### config.mk
export PLATFORM = sky130hd
export DESIGN_NAME = cce_exec
export DESIGN_NICKNAME = d
export VERILOG_FILES = /design/src/hw/cce_pkg.sv /design/src/hw/cce_q_if.sv /design/src/hw/cce_exec.sv /design/src/hw/cce_qgen.sv
export VERILOG_INCLUDE_DIRS = /design/src /design/src/hw
export SDC_FILE = /design/constraint.sdc
export NUM_CORES = 1
export LEC_CHECK = 0
export BUFFER_PORTS_ARGS = -buffer_cell sky130_fd_sc_hd__buf_4
export CAP_MARGIN = 20
export CORE_MARGIN = 2
export CORE_UTILIZATION = 45
export DETAILED_ROUTE_END_ITERATION = 12
export PLACE_DENSITY_LB_ADDON = 0.12
export SYNTH_ARGS = -nofsm -noshare
export SYNTH_HDL_FRONTEND = slang
export SYNTH_HIERARCHICAL = 1
export SYNTH_SLANG_ARGS = --single-unit
export TNS_END_PERCENT = 50
### constraint.sdc
create_clock -name clk_i -period 4.7 [get_ports clk_i]
set_input_delay 1.175 -clock clk_i [delete_from_list [all_inputs] [get_ports clk_i]]
set_output_delay 1.175 -clock clk_i [all_outputs]
set_load 0.05 [all_outputs]
### src/hw/cce_defs.svh
// Constants for the clear and call execution block
`ifndef CCE_DEFS_SVH
`define CCE_DEFS_SVH

// ****************************************
// Opcode fields
// ****************************************
`define CCE_OP_CALL 7'h76
`define CCE_OP_CLR_REG 7'h35
`define CCE_OP_WDOG_CLR 16'h0004
`define CCE_CALL2_HI 4'hf
`define CCE_OP_MSB 15
`define CCE_OP_LSB 9
`define CCE_BIT_SA 8

// ****************************************
// Addressing
// ****************************************
`define CCE_IDX_MAX 8'h5f
`define CCE_ACC_SPLIT 8'h60
`define CCE_ACC_HI_BANK 4'hf
`define CCE_ACC_LO_BANK 4'h0

// ****************************************
// Program counter
// ****************************************
`define CCE_PC_STEP 21'h000002
`define CCE_RET_OFS 21'h000004
`define CCE_PC_RST 21'h000000

// ****************************************
// Quarter phases (one-hot bit index)
// ****************************************
`define CCE_Q1 0
`define CCE_Q2 1
`define CCE_Q3 2
`define CCE_Q4 3
`define CCE_Q_RST 4'h1

// ****************************************
// Register map (byte addresses)
// ****************************************
`define CCE_REG_CTRL 4'h0
`define CCE_REG_STAT 4'h4
`define CCE_REG_PC 4'h8
`define CCE_CTRL_EXT 0
`define CCE_STAT_TMO 0
`define CCE_STAT_PWR 1
`define CCE_STAT_BUSY 2
`define CCE_CTRL_RST 1'b0
`define CCE_FLAG_RST 1'b1

`endif

### src/hw/cce_pkg.sv
// Types for the clear and call execution block
package cce_pkg;

    typedef enum logic [0:0] {
        CCE_EXEC = 1'b0,
        CCE_CALL2 = 1'b1
    } cce_state_e;

endpackage

### src/hw/cce_q_if.sv
// Quarter-cycle phase carrier between sequencer and executor
`timescale 1ns/1ns

interface cce_q_if;
    logic [3:0] q;

    modport src (output q);
    modport dst (input q);
endinterface

### src/hw/cce_exec.sv
// Execution of call, clear-register and watchdog-clear instructions
`timescale 1ns/1ns
`include "cce_defs.svh"

module cce_exec (
    // Clock and reset
    input wire logic clk_i,
    input wire logic resetn_i,
    // Instruction stream
    input wire logic instr_valid_i,
    input wire logic [15:0] instr_word_i,
    // Core registers
    input wire logic [7:0] working_i,
    input wire logic [7:0] status_i,
    input wire logic [3:0] bank_select_reg_i,
    input wire logic [11:0] index_base_i,
    // Watchdog events
    input wire logic timeout_evt_i,
    input wire logic sleep_evt_i,
    // Avalon-MM slave
    input wire logic [3:0] avs_address_i,
    input wire logic avs_read_i,
    input wire logic avs_write_i,
    input wire logic [3:0] avs_byteenable_i,
    input wire logic [31:0] avs_writedata_i,
    output logic [31:0] avs_readdata_o,
    output logic avs_waitrequest_o,
    // Program counter and stack
    output logic [20:0] pc_o,
    output logic stack_push_o,
    output logic [20:0] stack_top_o,
    // Shadow registers
    output logic shadow_we_o,
    output logic [7:0] working_shadow_o,
    output logic [7:0] status_shadow_o,
    output logic [3:0] bank_select_shadow_o,
    // Data memory write and zero flag
    output logic fw_we_o,
    output logic [11:0] fw_addr_o,
    output logic [7:0] fw_data_o,
    output logic zero_set_o,
    // Watchdog and call busy
    output logic watchdog_counter_clr_o,
    output logic postscaler_clr_o,
    output logic timeout_flag_n_o,
    output logic powerdown_flag_n_o,
    output logic busy_o
);

    // ****************************************
    // Phases and decode
    // ****************************************
    cce_q_if qif ();

    cce_qgen u_qgen (
        .clk_i(clk_i),
        .resetn_i(resetn_i),
        .qi(qif.src)
    );

    wire q1 = qif.q[`CCE_Q1];
    wire q2 = qif.q[`CCE_Q2];
    wire q3 = qif.q[`CCE_Q3];
    wire q4 = qif.q[`CCE_Q4];

    cce_pkg::cce_state_e st_q;
    logic [15:0] ir_q;
    logic ir_ok_q;
    logic [7:0] klow_q;
    logic [20:0] pc_q;
    logic ext_en_q;

    wire [6:0] op = ir_q[`CCE_OP_MSB:`CCE_OP_LSB];
    wire sa = ir_q[`CCE_BIT_SA];
    wire [7:0] f = ir_q[7:0];
    wire execing = ir_ok_q && st_q == cce_pkg::CCE_EXEC;
    wire is_call = execing && op == `CCE_OP_CALL;
    wire is_clr_reg = execing && op == `CCE_OP_CLR_REG;
    wire is_wdog_clr = execing && ir_q == `CCE_OP_WDOG_CLR;
    wire call_w2 = instr_word_i[15:12] == `CCE_CALL2_HI;

    // ****************************************
    // Clear-register address resolution
    // ****************************************
    wire indexed = ext_en_q && !sa && f <= `CCE_IDX_MAX;
    wire [11:0] addr_idx = index_base_i + {4'h0, f};
    wire [11:0] addr_acc = (f < `CCE_ACC_SPLIT) ?
        {`CCE_ACC_LO_BANK, f} : {`CCE_ACC_HI_BANK, f};
    wire [11:0] addr_bank = {bank_select_reg_i, f};
    wire [11:0] addr_sel = indexed ? addr_idx :
        (sa ? addr_bank : addr_acc);

    wire [20:0] pc_ret = pc_q + `CCE_RET_OFS;
    wire [20:0] pc_next = pc_q + `CCE_PC_STEP;
    wire [20:0] pc_call = {instr_word_i[11:0], klow_q, 1'b0};

    // ****************************************
    // Instruction sequencing
    // ****************************************
    always_ff @(posedge clk_i) begin
        if (!resetn_i) begin
            ir_q <= 16'h0000;
            ir_ok_q <= 1'b0;
        end else if (q1 && st_q == cce_pkg::CCE_EXEC) begin
            ir_q <= instr_word_i;
            ir_ok_q <= instr_valid_i;
        end
    end

    always_ff @(posedge clk_i) begin
        if (!resetn_i) begin
            st_q <= cce_pkg::CCE_EXEC;
            pc_q <= `CCE_PC_RST;
            klow_q <= 8'h00;
        end else begin
            if (q2 && is_call) begin
                klow_q <= f;
            end
            if (q4) begin
                if (is_call) begin
                    pc_q <= pc_call;
                    st_q <= cce_pkg::CCE_CALL2;
                end else if (st_q == cce_pkg::CCE_CALL2) begin
                    st_q <= cce_pkg::CCE_EXEC;
                end else if (ir_ok_q) begin
                    pc_q <= pc_next;
                end
            end
        end
    end

    // ****************************************
    // Stack push and shadows (third quarter)
    // ****************************************
    always_ff @(posedge clk_i) begin
        if (!resetn_i) begin
            stack_push_o <= 1'b0;
            stack_top_o <= `CCE_PC_RST;
            shadow_we_o <= 1'b0;
            working_shadow_o <= 8'h00;
            status_shadow_o <= 8'h00;
            bank_select_shadow_o <= 4'h0;
        end else begin
            stack_push_o <= q3 && is_call;
            shadow_we_o <= q3 && is_call && sa;
            if (q3 && is_call) begin
                stack_top_o <= pc_ret;
            end
            if (q3 && is_call && sa) begin
                working_shadow_o <= working_i;
                status_shadow_o <= status_i;
                bank_select_shadow_o <= bank_select_reg_i;
            end
        end
    end

    // ****************************************
    // Clear register and watchdog clear
    // ****************************************
    always_ff @(posedge clk_i) begin
        if (!resetn_i) begin
            fw_we_o <= 1'b0;
            fw_addr_o <= 12'h000;
            zero_set_o <= 1'b0;
            watchdog_counter_clr_o <= 1'b0;
            postscaler_clr_o <= 1'b0;
        end else begin
            fw_we_o <= q4 && is_clr_reg;
            zero_set_o <= q4 && is_clr_reg;
            if (q4 && is_clr_reg) begin
                fw_addr_o <= addr_sel;
            end
            watchdog_counter_clr_o <= q4 && is_wdog_clr;
            postscaler_clr_o <= q4 && is_wdog_clr;
        end
    end

    assign fw_data_o = 8'h00;

    // Watchdog clear wins over a same-cycle timeout or sleep event
    always_ff @(posedge clk_i) begin
        if (!resetn_i) begin
            timeout_flag_n_o <= `CCE_FLAG_RST;
            powerdown_flag_n_o <= `CCE_FLAG_RST;
        end else if (q4 && is_wdog_clr) begin
            timeout_flag_n_o <= 1'b1;
            powerdown_flag_n_o <= 1'b1;
        end else begin
            if (timeout_evt_i) begin
                timeout_flag_n_o <= 1'b0;
            end
            if (sleep_evt_i) begin
                powerdown_flag_n_o <= 1'b0;
            end
        end
    end

    assign pc_o = pc_q;
    assign busy_o = st_q == cce_pkg::CCE_CALL2;

    // ****************************************
    // Avalon-MM register slave
    // ****************************************
    logic ack_q;
    wire req = avs_read_i || avs_write_i;
    wire sel_ctrl = avs_address_i == `CCE_REG_CTRL;
    wire sel_stat = avs_address_i == `CCE_REG_STAT;
    wire sel_pc = avs_address_i == `CCE_REG_PC;
    wire ctrl_wr = avs_write_i && ack_q && sel_ctrl && avs_byteenable_i[0];
    wire [31:0] stat_word = {29'h0, busy_o, powerdown_flag_n_o,
        timeout_flag_n_o};
    wire [31:0] rd_mux = sel_ctrl ? {31'h0, ext_en_q} :
        sel_stat ? stat_word :
        sel_pc ? {11'h0, pc_q} : 32'h0;

    assign avs_waitrequest_o = req && !ack_q;

    always_ff @(posedge clk_i) begin
        if (!resetn_i) begin
            ack_q <= 1'b0;
            avs_readdata_o <= 32'h0;
            ext_en_q <= `CCE_CTRL_RST;
        end else begin
            ack_q <= req && !ack_q;
            if (avs_read_i && !ack_q) begin
                avs_readdata_o <= rd_mux;
            end
            if (ctrl_wr) begin
                ext_en_q <= avs_writedata_i[`CCE_CTRL_EXT];
            end
        end
    end
endmodule

### src/hw/cce_qgen.sv
// Quarter-cycle sequencer: one-hot Q1..Q4, one clock each
`timescale 1ns/1ns
`include "cce_defs.svh"

module cce_qgen (
    // Clock and reset
    input wire logic clk_i,
    input wire logic resetn_i,
    // Phase output
    cce_q_if.src qi
);

    logic [3:0] q_q;
    logic [3:0] q_d;

    assign q_d = {q_q[2:0], q_q[3]};
    assign qi.q = q_q;

    always_ff @(posedge clk_i) begin
        if (!resetn_i) begin
            q_q <= `CCE_Q_RST;
        end else begin
            q_q <= q_d;
        end
    end

endmodule

==> results, run 1 <==
- The post-layout net count is 1012.
- The startpoint-to-endpoint class of the critical path is in -> out.
- The minimum setup slack among reg-to-reg paths is 2.05 ns.
- Static timing analysis puts the maximum clock frequency at 352 MHz.
- The transition at the pin with the smallest max-transition slack is 0.951 ns.
- The proportion of layout cells with a drive suffix above 1 is 22.9%.
- The number of detailed-routing iterations run before antenna repair is 5.
- The worst hold path class is reg -> reg.
- Summed over all nets, the half-perimeter wirelength after detailed placement is 12500 µm.
- The post-synthesis cell area is 0.00633 mm².
- The signal arrival time at the worst endpoint is 1.67 ns.
- The vertical extent of the die is 123 µm.
- STA puts the critical path data required time at 3.52 ns.
- After clock tree synthesis, the clock-pin slew on the worst setup and hold paths is 0.05 ns.
- The number of gates given a new drive strength after cts is 0.
- The wire length on met3 is 1260 µm.
- The maximum clock path buffer count is 2.
- The fraction of power consumed by sequential logic is 42.9%.
- The launching element type of the critical path is an input port.
- Yosys printed 6 warnings.
- The count of hold-fix buffers inserted at cts is 0.
- Once placement completed, the tool counted placed cells totaling 1065.
- The buffer cell driving the clock tree root is sky130_fd_sc_hd__clkbuf_16.
- The initial antenna violation count is 0.
- The post-detailed-route via-to-cell ratio is 5.53.
- The number of max-capacitance violations reported is 0.
- After synthesis, the share of flip-flops with an asynchronous set or reset is 0%.
- The number of sinks handled by clock tree synthesis is 131.
- After detailed routing, the wire length on met1 is 7930 µm.
- The remaining global-route overflow is 0.
- The number of enable flip-flop cells after synthesis is 0.
- For this design the ratio of total power to cell area is 333 mW/mm².
- The number of distinct standard cells referenced by the synthesized netlist is 69.
- The detailed router's first-iteration violation count is 389.
- The flip-flop and latch count after synthesis is 131.
- TritonCTS built the clock tree.
- In this run the static leakage power is 0.00317 µW.
- The repair_antennas step left the layout with diodes totalling 0.
- The highest fanout seen on the critical path is 2.
- At the end of routability-driven placement, the weighted congestion stood at 0.868.
- The total number of H-tree levels is 4.
- Once the clock tree was built, the setup fixing pass inserted 0 buffers.
- Compared with the post-synthesis result, the final layout area differs by 26.8%.
- Dividing the synthesized area by the synthesized cell count gives 8.15 µm².
- Counting the buffers created by CTS gives 17.
- Summing the sequential cell areas from Yosys gives 41.4% of the chip area.
- The number of pins exceeding their max-slew limit in the final report was 0.
- The placed instances occupy a cell area of 0.00742 mm².
- The highest layer used for signal routing is met4.
- STA classifies the critical path endpoint as an output pin.
- Setup repair after global routing left no endpoint under its margin.
- The setup slack of the critical path after layout is 1.86 ns.
- Setup violations remaining at the end of the flow were counted as 0.
- The share of power burned in combinational logic is 7.9%.
- The worst setup timing slack at the placement stage is 1.55 ns.
- The global-route wire length before repair is 28500 µm.
- The reported net switching power is 625 µW.
- The die covers 0.0150 mm².
- The row count is 43.
- The number of cells produced by synthesis is 777.
- The post-route cell area is 0.00802 mm².
- The detailed router placed 6067 vias in this run.
- The clock share of power is 49.2%.
- In this run the tool buffered the top-level ports with 163 buffer cells.
- The global-route usage over all layers is 24.2%.
- In the final timing run, aggregate negative setup slack is 0 ns.
- The horizontal die dimension is 123 µm.
- Clock latency on the worst-skew pair, taken at its later pin, is 0.41 ns.
- The flow ran to the end, and the final reports show no timing, DRC or antenna violations.
- The remaining antenna violation count after routing is 0.
- In the synthesized netlist the dominant register cell turns out to be sky130_fd_sc_hd__dfxtp_1.
- The placeable core region is 0.0138 mm².
- The cell-internal power is 2050 µW.
- VDD sags by at most 0.295 mV.
- 219 I/O pins were placed.
- Dividing the final minimum period by the clock period gives 60.4%.
- The remaining max-slew budget at the tightest pin is 36.6%.
- The worst path in the final design needs a cycle of 2.84 ns, including I/O delays and setup.
- The met2 wire length is 8540 µm.
- Net switching is 23.4% of the power.
- The routed wire length is 17900 µm.
- The clock arrives with 0.0102 ns of skew.
- Entering global routing, the biggest net connects 41 pins.
- The number of global-route vias before repair is 5683.
- The count of placed standard cells in the final layout, fillers left out is 1098.
- Once the floorplan was initialized, standard cells occupied 45.8% of the core.
- The DRC violations left is 0.
- The hold violation total from the final report came to 0.
- The final routed wire length divided by cell count is 16.3 µm.
worst max-delay path, cell delays in order:
cell                     delay [ns]
sky130_fd_sc_hd__buf_4         0.11
sky130_fd_sc_hd__nor2_1        0.14
sky130_fd_sc_hd__nor2_1        0.06
sky130_fd_sc_hd__buf_4         0.18
layout make-up:
cell class,instances,area (µm²)
Fill cell,1266,5800
Clock inverter,4,70.1
Tap cell,180,225
Sequential cell,131,2620
Clock buffer,27,513
Multi-Input combinational cell,572,3250
Inverter,14,52.6
Timing Repair Buffer,170,1290
Yosys cell counts, types with 8 or more instances:
library cell,count,area share [%]
sky130_fd_sc_hd__nand3_1,29,2.3
sky130_fd_sc_hd__a22oi_1,24,2.8
sky130_fd_sc_hd__inv_1,13,0.77
sky130_fd_sc_hd__a211oi_1,10,1.2
sky130_fd_sc_hd__nor2_1,69,4.1
sky130_fd_sc_hd__nand2_1,124,7.4
sky130_fd_sc_hd__buf_2,12,0.95
sky130_fd_sc_hd__nor3_1,18,1.4
sky130_fd_sc_hd__a21oi_1,75,5.9
sky130_fd_sc_hd__xnor2_1,14,1.9
sky130_fd_sc_hd__and2_1,8,0.79
sky130_fd_sc_hd__ha_1,10,2.0
sky130_fd_sc_hd__or3_1,10,0.99
sky130_fd_sc_hd__buf_4,30,3.6
sky130_fd_sc_hd__o21ai_0,30,2.4
sky130_fd_sc_hd__dfxtp_1,131,41
sky130_fd_sc_hd__nor4_1,10,0.99
sky130_fd_sc_hd__a31oi_1,11,1.1
sky130_fd_sc_hd__clkbuf_1,27,1.6
registers in the layout, summed over array words and instances, names as in the netlist:
name,cells
postscaler_clr_o,1
bank_select_shadow_o,4
powerdown_flag_n_o,1
stack_push_o,1
klow_q,8
pc_o,20
ext_en_q,1
shadow_we_o,1
status_shadow_o,8
working_shadow_o,8
ir_ok_q,1
fw_addr_o,12
ir_q,16
avs_readdata_o,21
ack_q,1
zero_set_o,1
u_qgen/qi.q,4
stack_top_o,20
timeout_flag_n_o,1
busy_o,1
final timing paths:
| kind | start | to | cells past startpoint |
|---|---|---|---|
| min | klow_q[5] | klow_q[5] | 2 |
| max reg2reg | busy_o | fw_addr_o[8] | 5 |
| min reg2reg | klow_q[5] | klow_q[5] | 2 |
| max | avs_read_i | avs_waitrequest_o | 4 |
metrics by stage:
step	hold WS, ns	total power (µW)	util (%)
CTS	0.452	2690	57.9
floorplan	0.428	1310	-
detailed placement	0.445	1380	53.6
global route	0.481	2770	58.0
global placement	0.444	1370	53.6
finish	0.448	2670	58.0
routing by layer:
| layer | track usage, % | up-vias |
|---|---|---|
| met5 | 0 | - |
| met2 | 39.5 | 221 |
| met3 | 6.09 | 17 |
| li1 | - | 2969 |
| met1 | 31.2 | 2860 |
| met4 | 7.97 | 0 |
cell usage in the layout (no fill, tap or decap), types with 13 or more instances in the layout:
cell                        instances
sky130_fd_sc_hd__o21ai_0           30
sky130_fd_sc_hd__nor3_1            17
sky130_fd_sc_hd__xnor2_1           14
sky130_fd_sc_hd__a22oi_1           24
sky130_fd_sc_hd__nor2_1            69
sky130_fd_sc_hd__inv_1             13
sky130_fd_sc_hd__clkbuf_16         17
sky130_fd_sc_hd__dfxtp_1          131
sky130_fd_sc_hd__nand2_1          124
sky130_fd_sc_hd__buf_4            167
sky130_fd_sc_hd__conb_1            21
sky130_fd_sc_hd__a21oi_1           75
sky130_fd_sc_hd__nand3_1           29
power groups by stage:
stage               registers, µW  logic, µW  clock network, µW
floorplan                    1170        143                  0
global placement             1170        203                  0
detailed placement           1170        209                  0
CTS                          1150        210               1330
global route                 1150        229               1390
finish                       1150        210               1320
kinds of logic (layout without fill, tap and decap cells):
family,after synthesis,after routing,share of synthesized area [%]
simple gates,314,314,23.8
compound gates,197,197,19.6
flops,131,131,41.4
buf+inv,94,215,8.58
xor+xnor,20,20,2.77
fa+ha+maj,11,11,2.29
mux,9,9,1.46
other cells,1,21,0.0592
(Power assumes the default switching activity.)
==> run 2, diff against run 1 <==
Settings changed: ABC_AREA from default to 1.
Clock period 4.7 ns to 2.7 ns, I/O delays scaled along.
==> results, run 2 <==
- Summing all non-filler instances in the final layout gives an area of 0.00832 mm².
- The critical path data required time is 2.03 ns.
- The area enclosed by the die boundary is 0.0153 mm².
- At the end of routability-driven placement, the weighted congestion stood at 0.884.
- The worst hold path class is in -> reg.
- The area growth from synthesis to layout is 29.1%.
- Of the available clock period, the critical path in the final layout requires 74.5%.
- The endpoint of the lowest-slack register-to-register path is stack_top_o[11].
- The maximum clock frequency is 497 MHz.
- Counting the buffers created by CTS gives 17.
- The post-synthesis cell area is 0.00644 mm².
- The top cell types in the final layout, fill and taps aside, are 191 x sky130_fd_sc_hd__nand2_1, 179 x sky130_fd_sc_hd__buf_4, 131 x sky130_fd_sc_hd__dfxtp_1, 114 x sky130_fd_sc_hd__a21oi_1, 99 x sky130_fd_sc_hd__o21ai_0.
- After the first detailed-routing iteration, the DRC count stood at 322.
- The number of global-route vias before repair is 5769.
- The startpoint-to-endpoint class of the critical path is reg -> out.
- The total number of vias is 6380.
- Counting flops with an async set or reset pin after synthesis yields a share of 0%.
- The launching element type of the critical path is a register.
- The worst pin sits at a relative slew slack of 57.0%.
- The routed wire length is 18500 µm.
- For the pin with the worst max-slew slack, the measured transition is 0.643 ns.
- The post-layout net count is 1167.
- The share of the Yosys chip area taken by registers is 40.7%.
- During synthesis, Yosys emitted a total of 6 warnings.
- Clock latency on the worst-skew pair, taken at its later pin, is 0.42 ns.
- Counting every instance in the synthesized netlist gives 919.
- The run finished with clean final reports.
- In the final routed layout, each cell accounts on average for 14.7 µm.
- The DRC violations left is 0.
- The initial antenna violation count came to 0.
- The first global-routing pass estimated 29000 µm of wire.
- Adding up every negative setup slack in the final design gives 0 ns.
- Counting cells, the worst reg-to-reg path comes to 10.
- The number of gates resized after CTS was 0.
- The global-route usage over all layers is 24.7%.
- The wire-length estimate of the detail-placed layout is 12900 µm.
- In this run the deepest clock path goes through 2 buffers.
- By instance count, the leading cell after synthesis is sky130_fd_sc_hd__nand2_1.
- For the worst setup path, the data arrival time is 1.34 ns.
- After detailed routing, the number of vias per cell comes to 5.09.
- In this run the power density over the cells is 612 mW/mm².
- The vertical extent of the die is 124 µm.
- The register with the most flip-flops in the layout has 21 of them.
- For this configuration, the core starts out at a cell density of 46.2%.
- The number of sinks handled by clock tree synthesis is 131.
- The last element of the critical path is pc_o[15].
- The first TritonRoute pass finished after 5 iterations.
- The proportion of layout cells with a drive suffix above 1 is 20.9%.
- Buffers inserted to repair hold after CTS numbered 0.
- Counting flops per register, the top entry is avs_readdata_o.
- By area the synthesized netlist is led by sky130_fd_sc_hd__dfxtp_1 41%, sky130_fd_sc_hd__nand2_1 11%, sky130_fd_sc_hd__a21oi_1 8.9%, sky130_fd_sc_hd__o21ai_0 7.7%, sky130_fd_sc_hd__nand3_1 5.3%.
- The setup check on the worst reg-to-reg path leaves a slack of 0.76 ns.
- The post-CTS clock slew at the launch and capture registers of the worst setup and hold paths is 0.06 ns.
- In this run, synthesis produced a sequential element count of 131.
- The number of top-level pins is 219.
- TritonCTS built the clock tree.
- For the final database, setup skew stands at 0.00431 ns.
- A synthesized cell averages 7.01 µm².
- The horizontal die dimension is 124 µm.
- The gate family responsible for the most delay along the worst path is flip-flops.
- The share of synthesized area in the top cell type comes to 40.7%.
- The start point of the critical path is pc_o[15].
- The sum of internal, switching and leakage power is 5090 µW.
- STA classifies the critical path endpoint as an output pin.
- In this design, the stage delay of the slowest critical-path cell is 0.62 ns.
- The number of pins exceeding their max-slew limit in the final report came to 0.
- In this run the worst path has a maximum fanout of 8.
- The number of max-capacitance violations reported is 0.
- Among all stages on the critical path, the largest delay is contributed by sky130_fd_sc_hd__dfxtp_1.
- The final critical delay including setup and external delays is 2.01 ns.
- The final count of negative-setup-slack endpoints is 0.
- In this run the core area contains 43 standard-cell rows.
- The worst setup timing slack at the placement stage is 0.473 ns.
- Among all flip-flop cells after synthesis, the most frequent one is sky130_fd_sc_hd__dfxtp_1.
- The worst IR drop on VDD is 0.427 mV.
- The H-tree was split into 4 levels.
- The count of buffers added by post-CTS timing repair for setup is 0.
- In this run the critical register-to-register path is launched from ir_q[14].
- The worst hold path begins at sleep_evt_i.
- The leakage dissipation is 0.00377 µW.
- In the synthesized netlist, the cells that appear most often are 191 x sky130_fd_sc_hd__nand2_1, 131 x sky130_fd_sc_hd__dfxtp_1, 114 x sky130_fd_sc_hd__a21oi_1, 99 x sky130_fd_sc_hd__o21ai_0, 79 x sky130_fd_sc_hd__inv_1.
- In this run the standard cell core region covers 0.0139 mm².
- The cell taking the most area after synthesis is sky130_fd_sc_hd__dfxtp_1.
- Entering global routing, the biggest net connects 47 pins.
- The cell depth of the worst setup path is 1.
- Setup repair after global routing left no endpoint under its margin.
- Clock tree synthesis selected as its root buffer the cell sky130_fd_sc_hd__clkbuf_16.
- The signal on the critical path passes through buf_4.
- The setup slack of the critical path after layout is 0.690 ns.
- Buffers placed on the I/O ports in this run total 163.
- Yosys mapped a number of flops with a built-in enable equal to 0.
- The sum of buffers and inverters on the critical path is 1.
- The total of fill cells in the finished design is 1360.
- The count of nets left with antenna violations once routing finished came out at 0.
- The repair_antennas step left the layout with diodes totalling 0.
- The most common library cell in the layout ignoring fill and taps is sky130_fd_sc_hd__nand2_1.
- The hold violation total from the final report was 0.
- The post-placement cell area is 0.00767 mm².
- The synthesized netlist contains 40 unique library cells.
- The remaining global-route overflow is 0.
run 2: worst min path at each step:
stage	to	depth (start not counted)	slack (ns)
after floorplan	u_qgen/qi.q[1]	2	0.41
after global placement	u_qgen/qi.q[1]	2	0.44
after detailed placement	u_qgen/qi.q[1]	2	0.43
after CTS	powerdown_flag_n_o	2	0.43
after global routing	powerdown_flag_n_o	2	0.46
final	powerdown_flag_n_o	2	0.44
run 2: per-stage QoR:
stage,std cells,hold slack (ns),utilization (%)
2_1_floorplan,939,0.412,-
3_3_place_gp,1222,0.435,55.1
3_5_place_dp,1222,0.430,55.1
4_1_cts,1254,0.426,59.7
5_1_grt,1254,0.464,59.7
6_report,1254,0.438,59.7
run 2: power breakdown:
group | switching, µW | total, µW | internal (µW)
clock | 845 | 2530 | 1680
sequential | 44.3 | 2030 | 1980
combinational | 359 | 532 | 174
total | 1250 | 5090 | 3840
run 2: routing by layer:
| layer | vias up | wire, µm | GRT usage [%] |
|---|---|---|---|
| li1 | 3256 | - | - |
| met1 | 2875 | 8670 | 33.7 |
| met2 | 220 | 7770 | 36.9 |
| met3 | 29 | 1570 | 7.33 |
| met4 | 0 | 443 | 9.45 |
| met5 | - | 0 | 0 |
run 2: final cells by class:
type	count	area, µm²	area share [%]
multi-input combinational	648	3160	38.0
sequential	131	2620	31.5
timing repair buffer	179	1340	16.2
clock buffer	22	464	5.58
inverter	84	318	3.82
tap	180	225	2.71
clock inverter	10	179	2.15
run 2: kinds of logic after synthesis:
group / Yosys count / synth area share, %
adder cells (fa/ha/maj): 11 / 2.25
buffers and inverters: 160 / 11.4
XOR/XNOR: 21 / 2.86
AND/OR/NAND/NOR: 365 / 24.3
AO/OA/AOI/OAI: 230 / 18.4
other: 1 / 0.0582
flip-flops: 131 / 40.7
==> run 3, diff against run 2 <==
Clock period 2.7 ns to 1.75 ns, I/O delays scaled along.
==> results, run 3 (synthesis results as in run 2) <==
- The growth of design area from synthesis to finish is 33.6%.
- The launch point of the worst reg-to-reg path is pc_o[2].
- The DRC violations left is 0.
- Walking the worst path, the cells encountered are buf_4 > buf_4.
- The global-route usage over all layers is 24.9%.
- The path with the worst hold slack has its endpoint at timeout_flag_n_o.
- The worst clock skew is 0.00830 ns.
- The post-detailed-route via-to-cell ratio is 5.14.
- The number of pins exceeding their max-slew limit in the final report is 0.
- During placement, the flow inserted port buffers numbering 163.
- Summed over all failing endpoints, the final setup total negative slack is 0 ns.
- The largest single stage delay on the critical path is 0.43 ns.
- Dividing the detail-routed wire length by the instance count gives 14.7 µm.
- The design draws 7440 µW.
- The buffer cell driving the clock tree root is sky130_fd_sc_hd__clkbuf_16.
- The number of setup buffers added after CTS is 0.
- The flow ran to the end, and the final reports show no timing, DRC or antenna violations.
- The final critical-path share of the clock period is 95.2%.
- In this run the register-to-register setup slack is 0.11 ns.
- Summing all flip-flop and latch instances after layout gives 0.00264 mm².
- Data arrives at the worst endpoint at 1.23 ns.
- The initial antenna violation count is 0.
- The worst hold path passes through 2 cells.
- Hold is met by 0.195 ns.
- The hold violation total from the final report is 0.
- In the final layout, the multi-input gates occupy 0.00319 mm².
- The register with the most flip-flops in the layout has 21 of them.
- The row count is 43.
- The post-route netlist has 25.4% of its cells at a drive strength greater than 1.
- In this run the standard cell core region covers 0.0139 mm².
- The final weighted congestion of routability-driven global placement is 0.928.
- The gate family responsible for the most delay along the worst path is flip-flops.
- Of all nets on the critical path, the largest fanout is 5.
- In the layout the commonest cells are 214 x sky130_fd_sc_hd__buf_4, 190 x sky130_fd_sc_hd__nand2_1, 121 x sky130_fd_sc_hd__dfxtp_1, 114 x sky130_fd_sc_hd__a21oi_1, 99 x sky130_fd_sc_hd__o21ai_0.
- The total of fill cells in the finished design is 1332.
- The final critical delay including setup and external delays is 1.67 ns.
- The longest clock path from root to sink contains 2 buffers.
- The final HPWL from detailed placement is 14000 µm.
- The number of global-route vias before repair is 5820.
- The detailed router placed 6635 vias in this run.
- The detailed router's first-iteration violation count is 442.
- The startpoint of the worst hold path is timeout_evt_i.
- The critical path is of the reg -> out type.
- The floorplan step set the die width to 124 µm.
- The power density normalized to cell area is 865 mW/mm².
- The leakage dissipation is 0.00396 µW.
- In this run the cell area measured after placement is 0.00799 mm².
- The number of detailed-routing iterations run before antenna repair is 5.
- The antenna diode count is 0.
- More flip-flops sit in one register than any other, and that register is avs_readdata_o.
- The number of top-level pins is 219.
- The die covers 0.0153 mm².
- STA classifies the critical path endpoint as an output pin.
- The first global-routing pass estimated 29400 µm of wire.
- The launching element type of the critical path is a register.
- The cell count after placement is 1260.
- The pin count of the biggest net entering global routing is 40.
- The clock reaches the later pin of the worst-skew pair after 0.42 ns.
- The number of max-capacitance violations reported is 0.
- The remaining antenna violation count after routing is 0.
- The worst IR drop on VDD is 0.618 mV.
- The most common library cell in the layout ignoring fill and taps is sky130_fd_sc_hd__buf_4.
- The clock tree synthesis step divided the H-tree into 4 levels.
- The remaining global-route overflow is 0.
- The floorplan step set the die height to 124 µm.
- The critical path data required time is 1.31 ns.
- The endpoint of the lowest-slack register-to-register path is pc_o[8].
- The count of placed standard cells in the final layout, fillers left out is 1292.
- The slowest stage of the critical path is the sky130_fd_sc_hd__dfxtp_1 cell.
- The effective utilization at floorplan is 46.2%.
- After clock tree synthesis, the flow added hold-fix buffers numbering 0.
- The worst hold path class is in -> reg.
- The critical path contains buffers and inverters numbering 2 combined.
- Clock-pin slew was measured on the worst setup and hold paths at 0.06 ns.
- The routed wire length is 19000 µm.
- The post-route cell area is 0.00860 mm².
- The post-layout net count is 1205.
- The number of sinks handled by clock tree synthesis is 131.
- The maximum clock frequency is 600 MHz.
- Setup violations remaining at the end of the flow were counted as 0.
- The worst reg-to-reg path cell count is 10.
- The dominant cell type by count on the critical path is sky130_fd_sc_hd__buf_4.
- TritonCTS built the clock tree.
- The number of buffers added by the clock tree synthesis step is 17.
[run 3: worst max path at each step]
stage / startpoint / to / slack (ns) / cells past startpoint
4_1_cts: pc_o[15] / pc_o[15] / 0.003 / 2
2_1_floorplan: pc_o[14] / stack_top_o[19] / -0.01 / 8
3_3_place_gp: index_base_i[0] / fw_addr_o[8] / -0.09 / 10
3_5_place_dp: index_base_i[0] / fw_addr_o[6] / -0.15 / 9
6_report: pc_o[14] / pc_o[14] / 0.08 / 2
5_1_grt: pc_o[2] / pc_o[8] / -0.008 / 10
[run 3: power by group]
group / switching (µW) / total, µW / internal (µW)
clock: 1360 / 3440 / 2080
sequential: 58.6 / 3120 / 3060
combinational: 582 / 883 / 301
[run 3: per-stage QoR]
stage	setup WS [ns]	util [%]
floorplan	-0.0111	-
global placement	-0.0942	57.4
detailed placement	-0.153	57.4
CTS	0.00286	61.5
global route	-0.00801	61.7
finish	0.0836	61.7
[run 3: per-layer routing]
| metal | track usage (%) | share of wire (%) | vias up |
|---|---|---|---|
| li1 | - | - | 3332 |
| met1 | 35.2 | 46 | 3020 |
| met2 | 37.3 | 43 | 253 |
| met3 | 6.04 | 9.0 | 30 |
| met4 | 8.10 | 1.8 | 0 |
| met5 | 0 | 0 | - |
[run 3: what timing repair did]
action,in CTS,in global routing
endpoints found under the setup margin,2,37
pin swaps,0,1
gates resized for setup,1,12
[run 3: area by class of cell]
cell class	instances	area share, %
Multi-Input combinational cell	648	37.1
Sequential cell	131	30.6
Timing Repair Buffer	217	19.3
Clock buffer	17	4.94
Inverter	84	3.75
Tap cell	180	2.62
Clock inverter	15	1.66
[run 3: worst register-to-register path, stage by stage, from the launching register on]
cell and delay, ns:
sky130_fd_sc_hd__dfxtp_2 0.36, sky130_fd_sc_hd__ha_1 0.22, sky130_fd_sc_hd__inv_1 0.07, sky130_fd_sc_hd__nor2_2 0.18, sky130_fd_sc_hd__nand2_1 0.13, sky130_fd_sc_hd__buf_4 0.17
sky130_fd_sc_hd__xnor2_2 0.13, sky130_fd_sc_hd__nand2_1 0.07, sky130_fd_sc_hd__nand2_1 0.05, sky130_fd_sc_hd__a21oi_1 0.12, sky130_fd_sc_hd__nor2_1 0.05
